### src/pkg/nvm_prog_pkg.sv
// Constants and types shared by the programming host and its scan engine
package nvm_prog_pkg;

  // ****************************************************************
  // Scan geometry
  // ****************************************************************
  localparam int LEN_W = 16;
  localparam int IR_LEN = 4;
  localparam int CMD_LEN = 15;
  localparam int ENABLE_LEN = 16;
  localparam int RESET_LEN = 1;
  localparam int BYTE_BITS = 8;
  localparam int DUMP_PAD_BITS = 8;
  localparam int POLL_BIT = 9;

  // ****************************************************************
  // Instruction codes (plain defaults, not taken from any part)
  // ****************************************************************
  localparam logic [15:0] device_reset_instr = 16'h000c;
  localparam logic [15:0] program_mode_entry_instr = 16'h0004;
  localparam logic [15:0] program_command_instr = 16'h0005;
  localparam logic [15:0] page_fill_chain_instr = 16'h0006;
  localparam logic [15:0] page_dump_chain_instr = 16'h0007;

  // ****************************************************************
  // Data register words
  // ****************************************************************
  localparam logic [15:0] ENABLE_SIGNATURE = 16'ha370;
  localparam logic [15:0] ENABLE_CLEAR = 16'h0000;
  localparam logic [15:0] RESET_ON = 16'h0001;
  localparam logic [15:0] RESET_OFF = 16'h0000;
  localparam logic [15:0] NOP_WORD_A = 16'h2300;
  localparam logic [15:0] NOP_WORD_B = 16'h3300;

  // ****************************************************************
  // Timing
  // ****************************************************************
  localparam int CLK_NS = 8;
  localparam int TCK_HALF = 4;

  // Tap walk: five ones reach test-logic-reset, a zero parks in idle
  localparam logic [5:0] TLR_PAT = 6'h1f;
  localparam logic [5:0] TLR_N = 6'h06;
  localparam logic [5:0] DR_PAT = 6'h01;
  localparam logic [5:0] DR_N = 6'h03;
  localparam logic [5:0] IR_PAT = 6'h03;
  localparam logic [5:0] IR_N = 6'h04;

  typedef enum logic [3:0] {
    OP_ENTER,
    OP_LEAVE,
    OP_CMD,
    OP_POLL,
    OP_WAIT_WRITE,
    OP_WAIT_ERASE,
    OP_PAGE_LOAD,
    OP_PAGE_READ
  } op_e;

  typedef struct packed {
    logic last;
    logic ir;
    logic [LEN_W-1:0] len;
    logic [15:0] data;
  } scan_s;

endpackage

### src/logic/nvm_jtag_programmer.sv
// Boundary-scan programming host for on-chip flash, EEPROM and fuses
`timescale 1ns/1ps
`default_nettype none

// Function
// - Page data shifted LSB of first word first, MSB of last word last.
// - First eight dumped bits are discarded; page data follows LSB first.
// - Entry: reset register gets one, then enable register gets signature.
// - Exit: no-operation, clear enable register, then reset register zero.
// - Chip erase is ended by polling completion or waiting erase time.
// - Chip erase must come before any flash or EEPROM programming; only page fill is refused before it here.
// - Word flash write: address, data, latch per word, then page write.
// - Page fill needs zero in-page word index and return to commands.
// - Word flash read: enable read, load address, issue read command.
// - Page dump starts at zero word index, then returns to commands.
// - EEPROM write: address and data per byte, then page write.
// - Page fill chain is never used for EEPROM.
// - Page dump chain is never used for EEPROM.
// - Fuse high byte then low byte; zero programs, one unprograms.
// - A poll repeats until the completion bit reads one; here it stops with an error after MAX_POLLS tries.
// - No-operation is two 15-bit command words in order.
module nvm_jtag_programmer #(
  parameter int PAGE_BYTES = 128,
  parameter int MAX_POLLS = 4096,
  parameter int WRITE_WAIT_NS = 10000,
  parameter int ERASE_WAIT_NS = 20000
) (
  // Clock and reset
  input wire logic sys_clk,
  input wire logic reset,
  // Operation request
  input wire logic cmd_valid,
  output logic cmd_ready,
  input wire logic [3:0] cmd_op,
  input wire logic [14:0] cmd_word,
  input wire logic cmd_erase,
  // Operation result
  output logic rsp_valid,
  output logic rsp_err,
  output logic [14:0] rsp_data,
  // Page data in
  input wire logic in_valid,
  output logic in_ready,
  input wire logic [7:0] in_data,
  // Page data out
  output logic out_valid,
  input wire logic out_ready,
  output logic [7:0] out_data,
  // Mode status
  output logic prog_mode,
  output logic erased,
  // Tap pins
  output logic tck,
  output logic tms,
  output logic tdi,
  input wire logic tdo
);

  // ****************************************************************
  // Derived counts
  // ****************************************************************
  localparam int PAGE_BITS = PAGE_BYTES * nvm_prog_pkg::BYTE_BITS;
  localparam int DUMP_BITS = PAGE_BITS + nvm_prog_pkg::DUMP_PAD_BITS;
  localparam int WRITE_WAIT_CYC =
    (WRITE_WAIT_NS + nvm_prog_pkg::CLK_NS - 1) / nvm_prog_pkg::CLK_NS;
  localparam int ERASE_WAIT_CYC =
    (ERASE_WAIT_NS + nvm_prog_pkg::CLK_NS - 1) / nvm_prog_pkg::CLK_NS;
  localparam logic [31:0] LAST_BYTE = 32'(PAGE_BYTES - 1);

  // ****************************************************************
  // Scan plan per operation step
  // ****************************************************************
  function automatic nvm_prog_pkg::scan_s plan(input nvm_prog_pkg::op_e op,
                                               input logic [2:0] step,
                                               input logic [14:0] word);
    nvm_prog_pkg::scan_s s;
    logic [15:0] ir_code;
    s.last = 1'b0;
    s.ir = 1'b0;
    s.len = nvm_prog_pkg::LEN_W'(nvm_prog_pkg::CMD_LEN);
    s.data = {1'b0, word};
    ir_code = nvm_prog_pkg::program_command_instr;
    unique case (op)
      nvm_prog_pkg::OP_ENTER: begin
        s.last = (step == 3'h3);
        ir_code = step[1] ? nvm_prog_pkg::program_mode_entry_instr
                          : nvm_prog_pkg::device_reset_instr;
        s.len = step[1] ? nvm_prog_pkg::LEN_W'(nvm_prog_pkg::ENABLE_LEN)
                        : nvm_prog_pkg::LEN_W'(nvm_prog_pkg::RESET_LEN);
        s.data = step[1] ? nvm_prog_pkg::ENABLE_SIGNATURE
                         : nvm_prog_pkg::RESET_ON;
      end
      nvm_prog_pkg::OP_LEAVE: begin
        s.last = (step == 3'h6);
        unique case (step)
          3'h1: s.data = nvm_prog_pkg::NOP_WORD_A;
          3'h2: s.data = nvm_prog_pkg::NOP_WORD_B;
          3'h3: ir_code = nvm_prog_pkg::program_mode_entry_instr;
          3'h4: begin
            s.len = nvm_prog_pkg::LEN_W'(nvm_prog_pkg::ENABLE_LEN);
            s.data = nvm_prog_pkg::ENABLE_CLEAR;
          end
          3'h5: ir_code = nvm_prog_pkg::device_reset_instr;
          3'h6: begin
            s.len = nvm_prog_pkg::LEN_W'(nvm_prog_pkg::RESET_LEN);
            s.data = nvm_prog_pkg::RESET_OFF;
          end
          default: ir_code = nvm_prog_pkg::program_command_instr;
        endcase
      end
      nvm_prog_pkg::OP_PAGE_LOAD: begin
        s.last = (step == 3'h2);
        ir_code = (step == 3'h0) ? nvm_prog_pkg::page_fill_chain_instr
                                 : nvm_prog_pkg::program_command_instr;
        s.len = nvm_prog_pkg::LEN_W'(PAGE_BITS);
      end
      nvm_prog_pkg::OP_PAGE_READ: begin
        s.last = (step == 3'h2);
        ir_code = (step == 3'h0) ? nvm_prog_pkg::page_dump_chain_instr
                                 : nvm_prog_pkg::program_command_instr;
        s.len = nvm_prog_pkg::LEN_W'(DUMP_BITS);
      end
      default: s.last = (step == 3'h1);
    endcase
    if (!step[0] && op != nvm_prog_pkg::OP_LEAVE || op ==
        nvm_prog_pkg::OP_LEAVE && (step == 3'h0 || step == 3'h3 ||
        step == 3'h5)) begin
      s.ir = 1'b1;
      s.len = nvm_prog_pkg::LEN_W'(nvm_prog_pkg::IR_LEN);
      s.data = ir_code;
    end
    return s;
  endfunction

  // ****************************************************************
  // Engine
  // ****************************************************************
  typedef enum logic [1:0] {M_IDLE, M_SCAN, M_WAIT, M_RESP} mst_e;

  mst_e st_q;
  nvm_prog_pkg::op_e op_q;
  nvm_prog_pkg::scan_s cur;
  logic [2:0] step_q;
  logic [14:0] word_q;
  logic mark_erase_q;
  logic go_q;
  logic [15:0] sh_q, cap_q;
  logic [7:0] fill_q, dump_q;
  logic [2:0] bit_q;
  logic [31:0] byte_q, timer_q, polls_q;
  logic eng_busy, eng_bit, eng_tdo, eng_done, hold, tdi_src;
  logic fill_dr, dump_dr;

  assign cur = plan(op_q, step_q, word_q);
  assign fill_dr = (op_q == nvm_prog_pkg::OP_PAGE_LOAD) && step_q == 3'h1;
  assign dump_dr = (op_q == nvm_prog_pkg::OP_PAGE_READ) && step_q == 3'h1;
  assign tdi_src = fill_dr ? fill_q[bit_q] : sh_q[0];
  // Stall the tap clock rather than lose a byte either way
  assign hold = (fill_dr && in_ready) || (dump_dr && out_valid);

  tap_scan_engine #(.HALF(nvm_prog_pkg::TCK_HALF)) u_engine (
    .sys_clk(sys_clk),
    .reset(reset),
    .start(go_q),
    .is_ir(cur.ir),
    .len(cur.len),
    .hold(hold),
    .tdi_bit(tdi_src),
    .busy(eng_busy),
    .bit_done(eng_bit),
    .tdo_bit(eng_tdo),
    .done(eng_done),
    .tck(tck),
    .tms(tms),
    .tdi(tdi),
    .tdo(tdo)
  );

  // ****************************************************************
  // Operation sequencer
  // ****************************************************************
  always_ff @(posedge sys_clk) begin
    if (reset) begin
      st_q <= M_IDLE;
      op_q <= nvm_prog_pkg::OP_CMD;
      step_q <= '0;
      word_q <= '0;
      mark_erase_q <= 1'b0;
      go_q <= 1'b0;
      timer_q <= '0;
      polls_q <= '0;
      cmd_ready <= 1'b0;
      rsp_valid <= 1'b0;
      rsp_err <= 1'b0;
      rsp_data <= '0;
      prog_mode <= 1'b0;
      erased <= 1'b0;
    end else begin
      go_q <= 1'b0;
      rsp_valid <= 1'b0;
      unique case (st_q)
        M_IDLE: begin
          cmd_ready <= !eng_busy;
          if (cmd_valid && cmd_ready) begin
            cmd_ready <= 1'b0;
            op_q <= nvm_prog_pkg::op_e'(cmd_op);
            word_q <= cmd_word;
            mark_erase_q <= cmd_erase;
            step_q <= '0;
            polls_q <= '0;
            rsp_err <= 1'b0;
            if (!prog_mode && cmd_op != 4'(nvm_prog_pkg::OP_ENTER) ||
                cmd_op > 4'(nvm_prog_pkg::OP_PAGE_READ)) begin
              rsp_err <= 1'b1;
              st_q <= M_RESP;
            end else if (cmd_op == 4'(nvm_prog_pkg::OP_PAGE_LOAD) &&
                         !erased) begin
              rsp_err <= 1'b1;
              st_q <= M_RESP;
            end else if (cmd_op == 4'(nvm_prog_pkg::OP_WAIT_WRITE)) begin
              timer_q <= 32'(WRITE_WAIT_CYC);
              st_q <= M_WAIT;
            end else if (cmd_op == 4'(nvm_prog_pkg::OP_WAIT_ERASE)) begin
              timer_q <= 32'(ERASE_WAIT_CYC);
              st_q <= M_WAIT;
            end else begin
              go_q <= 1'b1;
              st_q <= M_SCAN;
            end
          end
        end
        M_SCAN: begin
          if (eng_done) begin
            if (!cur.ir && !cur.last)
              rsp_data <= cap_q[15:1];
            if (op_q == nvm_prog_pkg::OP_POLL && !cur.ir &&
                !cap_q[nvm_prog_pkg::POLL_BIT + 1]) begin
              polls_q <= polls_q + 1'b1;
              if (polls_q == 32'(MAX_POLLS - 1)) begin
                rsp_err <= 1'b1;
                st_q <= M_RESP;
              end else begin
                go_q <= 1'b1;
              end
            end else if (cur.last) begin
              if (!cur.ir)
                rsp_data <= cap_q[15:1];
              st_q <= M_RESP;
              if (op_q == nvm_prog_pkg::OP_ENTER)
                prog_mode <= 1'b1;
              if (op_q == nvm_prog_pkg::OP_LEAVE) begin
                prog_mode <= 1'b0;
                erased <= 1'b0;
              end
              if (op_q == nvm_prog_pkg::OP_POLL && mark_erase_q)
                erased <= 1'b1;
            end else begin
              step_q <= step_q + 1'b1;
              go_q <= 1'b1;
            end
          end
        end
        M_WAIT: begin
          timer_q <= timer_q - 1'b1;
          if (timer_q <= 32'h0000_0001) begin
            st_q <= M_RESP;
            if (op_q == nvm_prog_pkg::OP_WAIT_ERASE)
              erased <= 1'b1;
          end
        end
        default: begin
          rsp_valid <= 1'b1;
          st_q <= M_IDLE;
        end
      endcase
    end
  end

  // ****************************************************************
  // Short scan shifter
  // ****************************************************************
  always_ff @(posedge sys_clk) begin
    if (reset) begin
      sh_q <= '0;
      cap_q <= '0;
    end else if (go_q) begin
      sh_q <= cur.data;
      cap_q <= '0;
    end else if (eng_bit) begin
      sh_q <= {1'b0, sh_q[15:1]};
      cap_q <= {eng_tdo, cap_q[15:1]};
    end
  end

  // ****************************************************************
  // Page streams
  // ****************************************************************
  always_ff @(posedge sys_clk) begin
    if (reset) begin
      fill_q <= '0;
      dump_q <= '0;
      bit_q <= '0;
      byte_q <= '0;
      in_ready <= 1'b0;
      out_valid <= 1'b0;
      out_data <= '0;
    end else begin
      if (out_valid && out_ready)
        out_valid <= 1'b0;
      if (in_valid && in_ready) begin
        fill_q <= in_data;
        in_ready <= 1'b0;
      end
      if (go_q) begin
        bit_q <= '0;
        byte_q <= '0;
        in_ready <= fill_dr;
      end else if (eng_bit && (fill_dr || dump_dr)) begin
        bit_q <= bit_q + 1'b1;
        dump_q <= {eng_tdo, dump_q[7:1]};
        if (bit_q == 3'h7) begin
          byte_q <= byte_q + 1'b1;
          if (fill_dr && byte_q != LAST_BYTE)
            in_ready <= 1'b1;
          if (dump_dr && byte_q != '0) begin
            out_data <= {eng_tdo, dump_q[7:1]};
            out_valid <= 1'b1;
          end
        end
      end
    end
  end

endmodule

`default_nettype wire

### src/logic/tap_scan_engine.sv
// Bit-level scan engine: drives tck, tms and tdi and samples tdo
`timescale 1ns/1ps
`default_nettype none

module tap_scan_engine #(
  parameter int HALF = nvm_prog_pkg::TCK_HALF
) (
  // Clock and reset
  input wire logic sys_clk,
  input wire logic reset,
  // Scan request
  input wire logic start,
  input wire logic is_ir,
  input wire logic [nvm_prog_pkg::LEN_W-1:0] len,
  input wire logic hold,
  input wire logic tdi_bit,
  // Scan progress
  output logic busy,
  output logic bit_done,
  output logic tdo_bit,
  output logic done,
  // Tap pins
  output logic tck,
  output logic tms,
  output logic tdi,
  input wire logic tdo
);

  // ****************************************************************
  // Tdo synchroniser
  // ****************************************************************
  logic tdo_s1_q, tdo_s2_q;

  always_ff @(posedge sys_clk) begin
    tdo_s1_q <= tdo;
    tdo_s2_q <= tdo_s1_q;
  end

  // ****************************************************************
  // Sequencer
  // ****************************************************************
  typedef enum logic [1:0] {S_IDLE, S_PRE, S_SHIFT, S_POST} st_e;
  localparam int PH_W = $clog2(2 * HALF);
  localparam logic [PH_W-1:0] PH_RISE = PH_W'(HALF);
  localparam logic [PH_W-1:0] PH_LAST = PH_W'(2 * HALF - 1);
  localparam logic [PH_W-1:0] PH_TAKE = PH_W'(2 * HALF - 2);

  st_e st_q;
  logic [PH_W-1:0] ph_q;
  logic [nvm_prog_pkg::LEN_W-1:0] cnt_q, len_q;
  logic [5:0] pat_q, pat_n_q;
  logic tlr_q;

  assign busy = (st_q != S_IDLE) || start;

  always_ff @(posedge sys_clk) begin
    if (reset) begin
      st_q <= S_PRE;
      ph_q <= '0;
      cnt_q <= '0;
      len_q <= '0;
      pat_q <= nvm_prog_pkg::TLR_PAT;
      pat_n_q <= nvm_prog_pkg::TLR_N;
      tlr_q <= 1'b1;
      bit_done <= 1'b0;
      tdo_bit <= 1'b0;
      done <= 1'b0;
      tck <= 1'b0;
      tms <= 1'b0;
      tdi <= 1'b0;
    end else begin
      bit_done <= 1'b0;
      done <= 1'b0;
      if (st_q == S_IDLE) begin
        tck <= 1'b0;
        tms <= 1'b0;
        tdi <= 1'b0;
        ph_q <= '0;
        cnt_q <= '0;
        if (start) begin
          st_q <= S_PRE;
          len_q <= len;
          pat_q <= is_ir ? nvm_prog_pkg::IR_PAT : nvm_prog_pkg::DR_PAT;
          pat_n_q <= is_ir ? nvm_prog_pkg::IR_N : nvm_prog_pkg::DR_N;
        end
      end else if (ph_q == '0) begin
        // Tck falls here; the far end moves tdo on this edge
        tck <= 1'b0;
        unique case (st_q)
          S_PRE: tms <= pat_q[cnt_q[2:0]];
          S_SHIFT: tms <= (cnt_q == len_q - 1'b1);
          default: tms <= (cnt_q == '0);
        endcase
        tdi <= (st_q == S_SHIFT) ? tdi_bit : 1'b0;
        // Stall in any state, so no tck edge runs while a byte waits
        if (!hold)
          ph_q <= ph_q + 1'b1;
      end else if (ph_q == PH_RISE) begin
        tck <= 1'b1;
        ph_q <= ph_q + 1'b1;
      end else if (ph_q == PH_TAKE && st_q == S_SHIFT) begin
        // A phase early so the user moves its next bit before tck falls
        bit_done <= 1'b1;
        tdo_bit <= tdo_s2_q;
        ph_q <= ph_q + 1'b1;
      end else if (ph_q == PH_LAST) begin
        // Late in the high phase so the synchroniser has settled
        ph_q <= '0;
        unique case (st_q)
          S_PRE: begin
            if (cnt_q == {10'h000, pat_n_q} - 1'b1) begin
              cnt_q <= '0;
              st_q <= tlr_q ? S_IDLE : S_SHIFT;
              tlr_q <= 1'b0;
            end else begin
              cnt_q <= cnt_q + 1'b1;
            end
          end
          S_SHIFT: begin
            if (cnt_q == len_q - 1'b1) begin
              cnt_q <= '0;
              st_q <= S_POST;
            end else begin
              cnt_q <= cnt_q + 1'b1;
            end
          end
          default: begin
            if (cnt_q != '0) begin
              st_q <= S_IDLE;
              done <= 1'b1;
            end
            cnt_q <= cnt_q + 1'b1;
          end
        endcase
      end else begin
        ph_q <= ph_q + 1'b1;
      end
    end
  end

endmodule

`default_nettype wire

### config.mk
export PLATFORM = sky130hd
export DESIGN_NAME = nvm_jtag_programmer
export DESIGN_NICKNAME = d
export VERILOG_FILES = /design/src/pkg/nvm_prog_pkg.sv /design/src/logic/nvm_jtag_programmer.sv /design/src/logic/tap_scan_engine.sv
export SDC_FILE = /design/constraint.sdc
export NUM_CORES = 1
export LEC_CHECK = 0
export BUFFER_PORTS_ARGS = -buffer_cell sky130_fd_sc_hd__buf_2
export CORE_UTILIZATION = 25
export DETAILED_ROUTE_END_ITERATION = 8
export PLACE_DENSITY = 0.47
export SYNTH_ARGS = -nofsm -noshare
export SYNTH_HDL_FRONTEND = slang
export SYNTH_SLANG_ARGS = --single-unit
### constraint.sdc
create_clock -name sys_clk -period 3.2 [get_ports sys_clk]
set_input_delay 0 -clock sys_clk [delete_from_list [all_inputs] [get_ports sys_clk]]
set_output_delay 0 -clock sys_clk [all_outputs]
set_load 0.05 [all_outputs]
==> summary.md <==
| Metric | Value |
|---|---|
| Ports | 67 |
| Dominant synthesized flop cell | dfxtp_1 |
| Asr flop ratio synth | 0% |
| Largest family of logic cells by synthesized area | simple AND/OR/NAND/NOR gates |
| Seq cells post-synth | 241 |
| Cell types occupying the most area after synthesis | dfxtp_1 (42%), nor2_1 (7.9%), mux2i_1 (4.8%) |
| Layout cells sized above 1 | 11.4% |
| Register area share after synthesis | roughly two fifths |
| Worst EP required | 3640 ps |
| Final HPWL DP | roughly 20,000 um |
| Fin. max-slew vios | 0 |
| Starting Density | 25.3% |
| Hold_ws | 107 ps |
| Hold WC Path Type | in -> reg |
| CTS Buffer Depth | 3 |
| Unrepaired setup endpoints after global routing | no |
| Cell Pwr Density | 550 nW/um^2 |
| Layout Skew | ~27 ps |
| Post-route ant nets | 0 |
| Distinct cells, synth | 76 |
| Area Growth Syn to Fin | 20.1% |
| Setup violators final | 0 |
| Syn nets | 1,446 |
| Mapped cell area | about 11,000 sq um |
| Lkg Pwr | around 5.1 nW |
| Max cap viols | 0 |
| Synth Area in Adders | 3.27% |
| Setup crit end kind | register |
| Number of synthesized flops with an enable pin | 0 |
| Placed inst area | 12,400 sq um |
| Routability cong. | ~0.82 |
| Drt wl/cell | 13.6 um |
| Worst-Margin Slew | 973 ps |
| Yosys top cell by area | dfxtp_1 |
| Top cells by count, synth | nor2_1 (242), dfxtp_1 (241), nand2_1 (133) |
| Clock sinks | 241 |
| Gr usage total | between 10% and 20% |
| Core area | 45,400 sq um |
| Critical path class | reg -> reg |
| Relative slew slack | 35.2% |
| Highest clock rate | 0.346 GHz |
| CTS buffer count | 29 |
| Die width | 216 um |
| Congestion Overflow GR | 0 |
| Clk root buf | clkbuf_16 |
| Synth Instances | around 1.4k |
| Initial DRC count | 502 |
| DRT Pass-1 Iters | 5 |
| Core Util, Final | 30.4% |
| DRC | 0 |
| PortBufs | 66 |
| Syn. warnings | 0 |
| Status | complete, no violations |
| Mux cell area share after synthesis | 5.48% |
| Clock Latency Late Sink | between 500 and 600 ps |
| Die area | 46,800 sq um |
| ANT cells | 0 |
| Row Count | slightly below 80 |
| Clock slew at reported path FFs | ~60 ps |
| Total Routed Length | between 20,000 and 30,000 um |
| Area share of the leading cell type in the synthesized netlist | 42.0% |
| Data arrival time of the critical path | 3320 ps |
| TritonCTS clock tree | built |
| Vias in the first global route | 9,307 |
| Post_cts resized | 0 |
| Most frequent cell after synthesis | nor2_1 |
| Period utilization | 90.3% |
| Pin count of the biggest net entering global routing | 51 |
| Final Cell Area | 13,800 sq um |
| Via density | approximately 4.6 |
| Post-synthesis area per instance | 8.32 sq um |
| Initial antenna violation count | 0 |
| CP Launch Type | register |
| Global-route wire length before repair | 47,500 um |
| Synth Area in Simple Gates | 27.1% |
| Min Tclk post-route | 2890 ps |
| Peak supply drop | 0.353 mV |
| Final TNS setup | 0 ps |
| Nets | 1,530 |
| Worst-path maximum fanout | 6 |
| Die Ht | 216 um |
| CTS H-tree lvls | 1 |
| Final hold viol count | 0 |
| Synth Area in XOR/XNOR | approximately 8.5% |
| Area fraction in compound gates after synthesis | 9.79% |
| Via Count | 9,563 |
## cells by family (layout without fill, tap and decap cells)
group                      Yosys count  after routing
AOI/OAI and AO/OA                  182            182
xor gates and xnor gates           111            111
adders and majority gates           30             30
buffers and inverters              117            223
DFF                                241            241
muxes                               60             60
and+or+nand+nor                    641            641
## routing by layer
| metal | global-route usage [%] | share of wire, % |
|---|---|---|
| met1 | 15.7 | 48 |
| met2 | 19.9 | 46 |
| met3 | 2.44 | 4.2 |
| met4 | 4.04 | 2.3 |
| met5 | 0 | 0 |
## sequential cells by signal (all words and copies together) (netlist names), 2 cells and up, named ones only
signal	count
byte_q	32
polls_q	32
timer_q	32
sh_q	16
u_engine.cnt_q	16
cap_q	15
word_q	15
fill_q	8
out_data	8
dump_q	7
u_engine.len_q	6
op_q	4
bit_q	3
step_q	3
u_engine.ph_q	3
st_q	2
u_engine.pat_n_q	2
u_engine.pat_q	2
u_engine.st_q	2
## placed cells by master (no fill, tap or decap), types with 4 or more instances in the layout
cell,synthesis,routed
a21o_1,5,5
clkbuf_1,58,7
inv_1,43,43
buf_2,9,65
clkinv_2,0,6
o31ai_1,5,5
nand3b_1,5,5
dfxtp_1,241,240
nor2_1,242,242
o22ai_1,4,4
bufinv_16,0,4
nor3_1,44,44
xor2_1,61,61
mux2i_1,55,55
and2_1,8,8
nor4_1,27,27
nand3_1,51,51
dlygate4sd3_1,0,41
o21ai_0,32,32
and4_1,7,7
or3_1,10,10
a31oi_1,10,10
xnor2_1,50,50
nor3b_1,7,7
buf_4,2,21
nor2b_1,14,14
a21oi_1,81,81
or2_2,9,9
ha_1,30,30
clkbuf_16,0,29
nand4_1,25,25
nand2b_1,9,9
nand2_1,133,133
or4_1,7,7
and3_1,16,16
a211oi_1,14,14
## worst paths after layout
path / cells after the start / from / slack (ps) / end
worst min-delay path: 2 / tdo / 110 / u_engine.tdo_s1_q
worst max-delay path: 10 / u_engine.len_q[0] / 310 / u_engine.st_q[1]
worst min register to register: 0 / u_engine.tdo_s1_q / 340 / u_engine.tdo_s2_q
worst max register to register: 10 / u_engine.len_q[0] / 310 / u_engine.st_q[1]
## metrics by stage
stage	cells	setup slack [ps]	power (mW)
floorplan	1382	650	3.99
global placement	1994	461	4.26
detailed placement	1994	363	4.28
CTS	2088	299	7.74
global route	2088	20.1	8.01
finish	2088	312	7.60
## area by class of cell
cell class | instances | area (sq um)
fill | 4857 | 31600
inverter | 43 | 161
timing repair buffer | 127 | 893
multi-input combinational | 1024 | 6210
sequential | 241 | 4830
clock inverter | 16 | 199
clock buffer | 37 | 766
tap | 600 | 751
## power by group
group          total, mW  internal (mW)  leakage [nW]  switching, mW
logic               1.09          0.409          2.70          0.685
registers           3.14           3.07          1.94         0.0688
clock network       3.36           2.02         0.467           1.35
total               7.60           5.50          5.11           2.10
## what timing repair did
action / in CTS / in global routing
buffers inserted: 0 / 0
hold buffers: 41 / 0
hold endpoints to repair: 66 / 0
endpoints found under the setup margin: 0 / 0
## critical path, cell delays in order, from the launching register on
cell	delay (ps)
dfxtp_1	360
inv_1	80
ha_1	190
nor4b_2	430
ha_1	340
xnor2_1	130
nor4_1	300
o2111a_1	270
nor2b_1	80
or4_1	520
o41ai_1	70
Note: power is estimated with default switching activity, not from simulation.
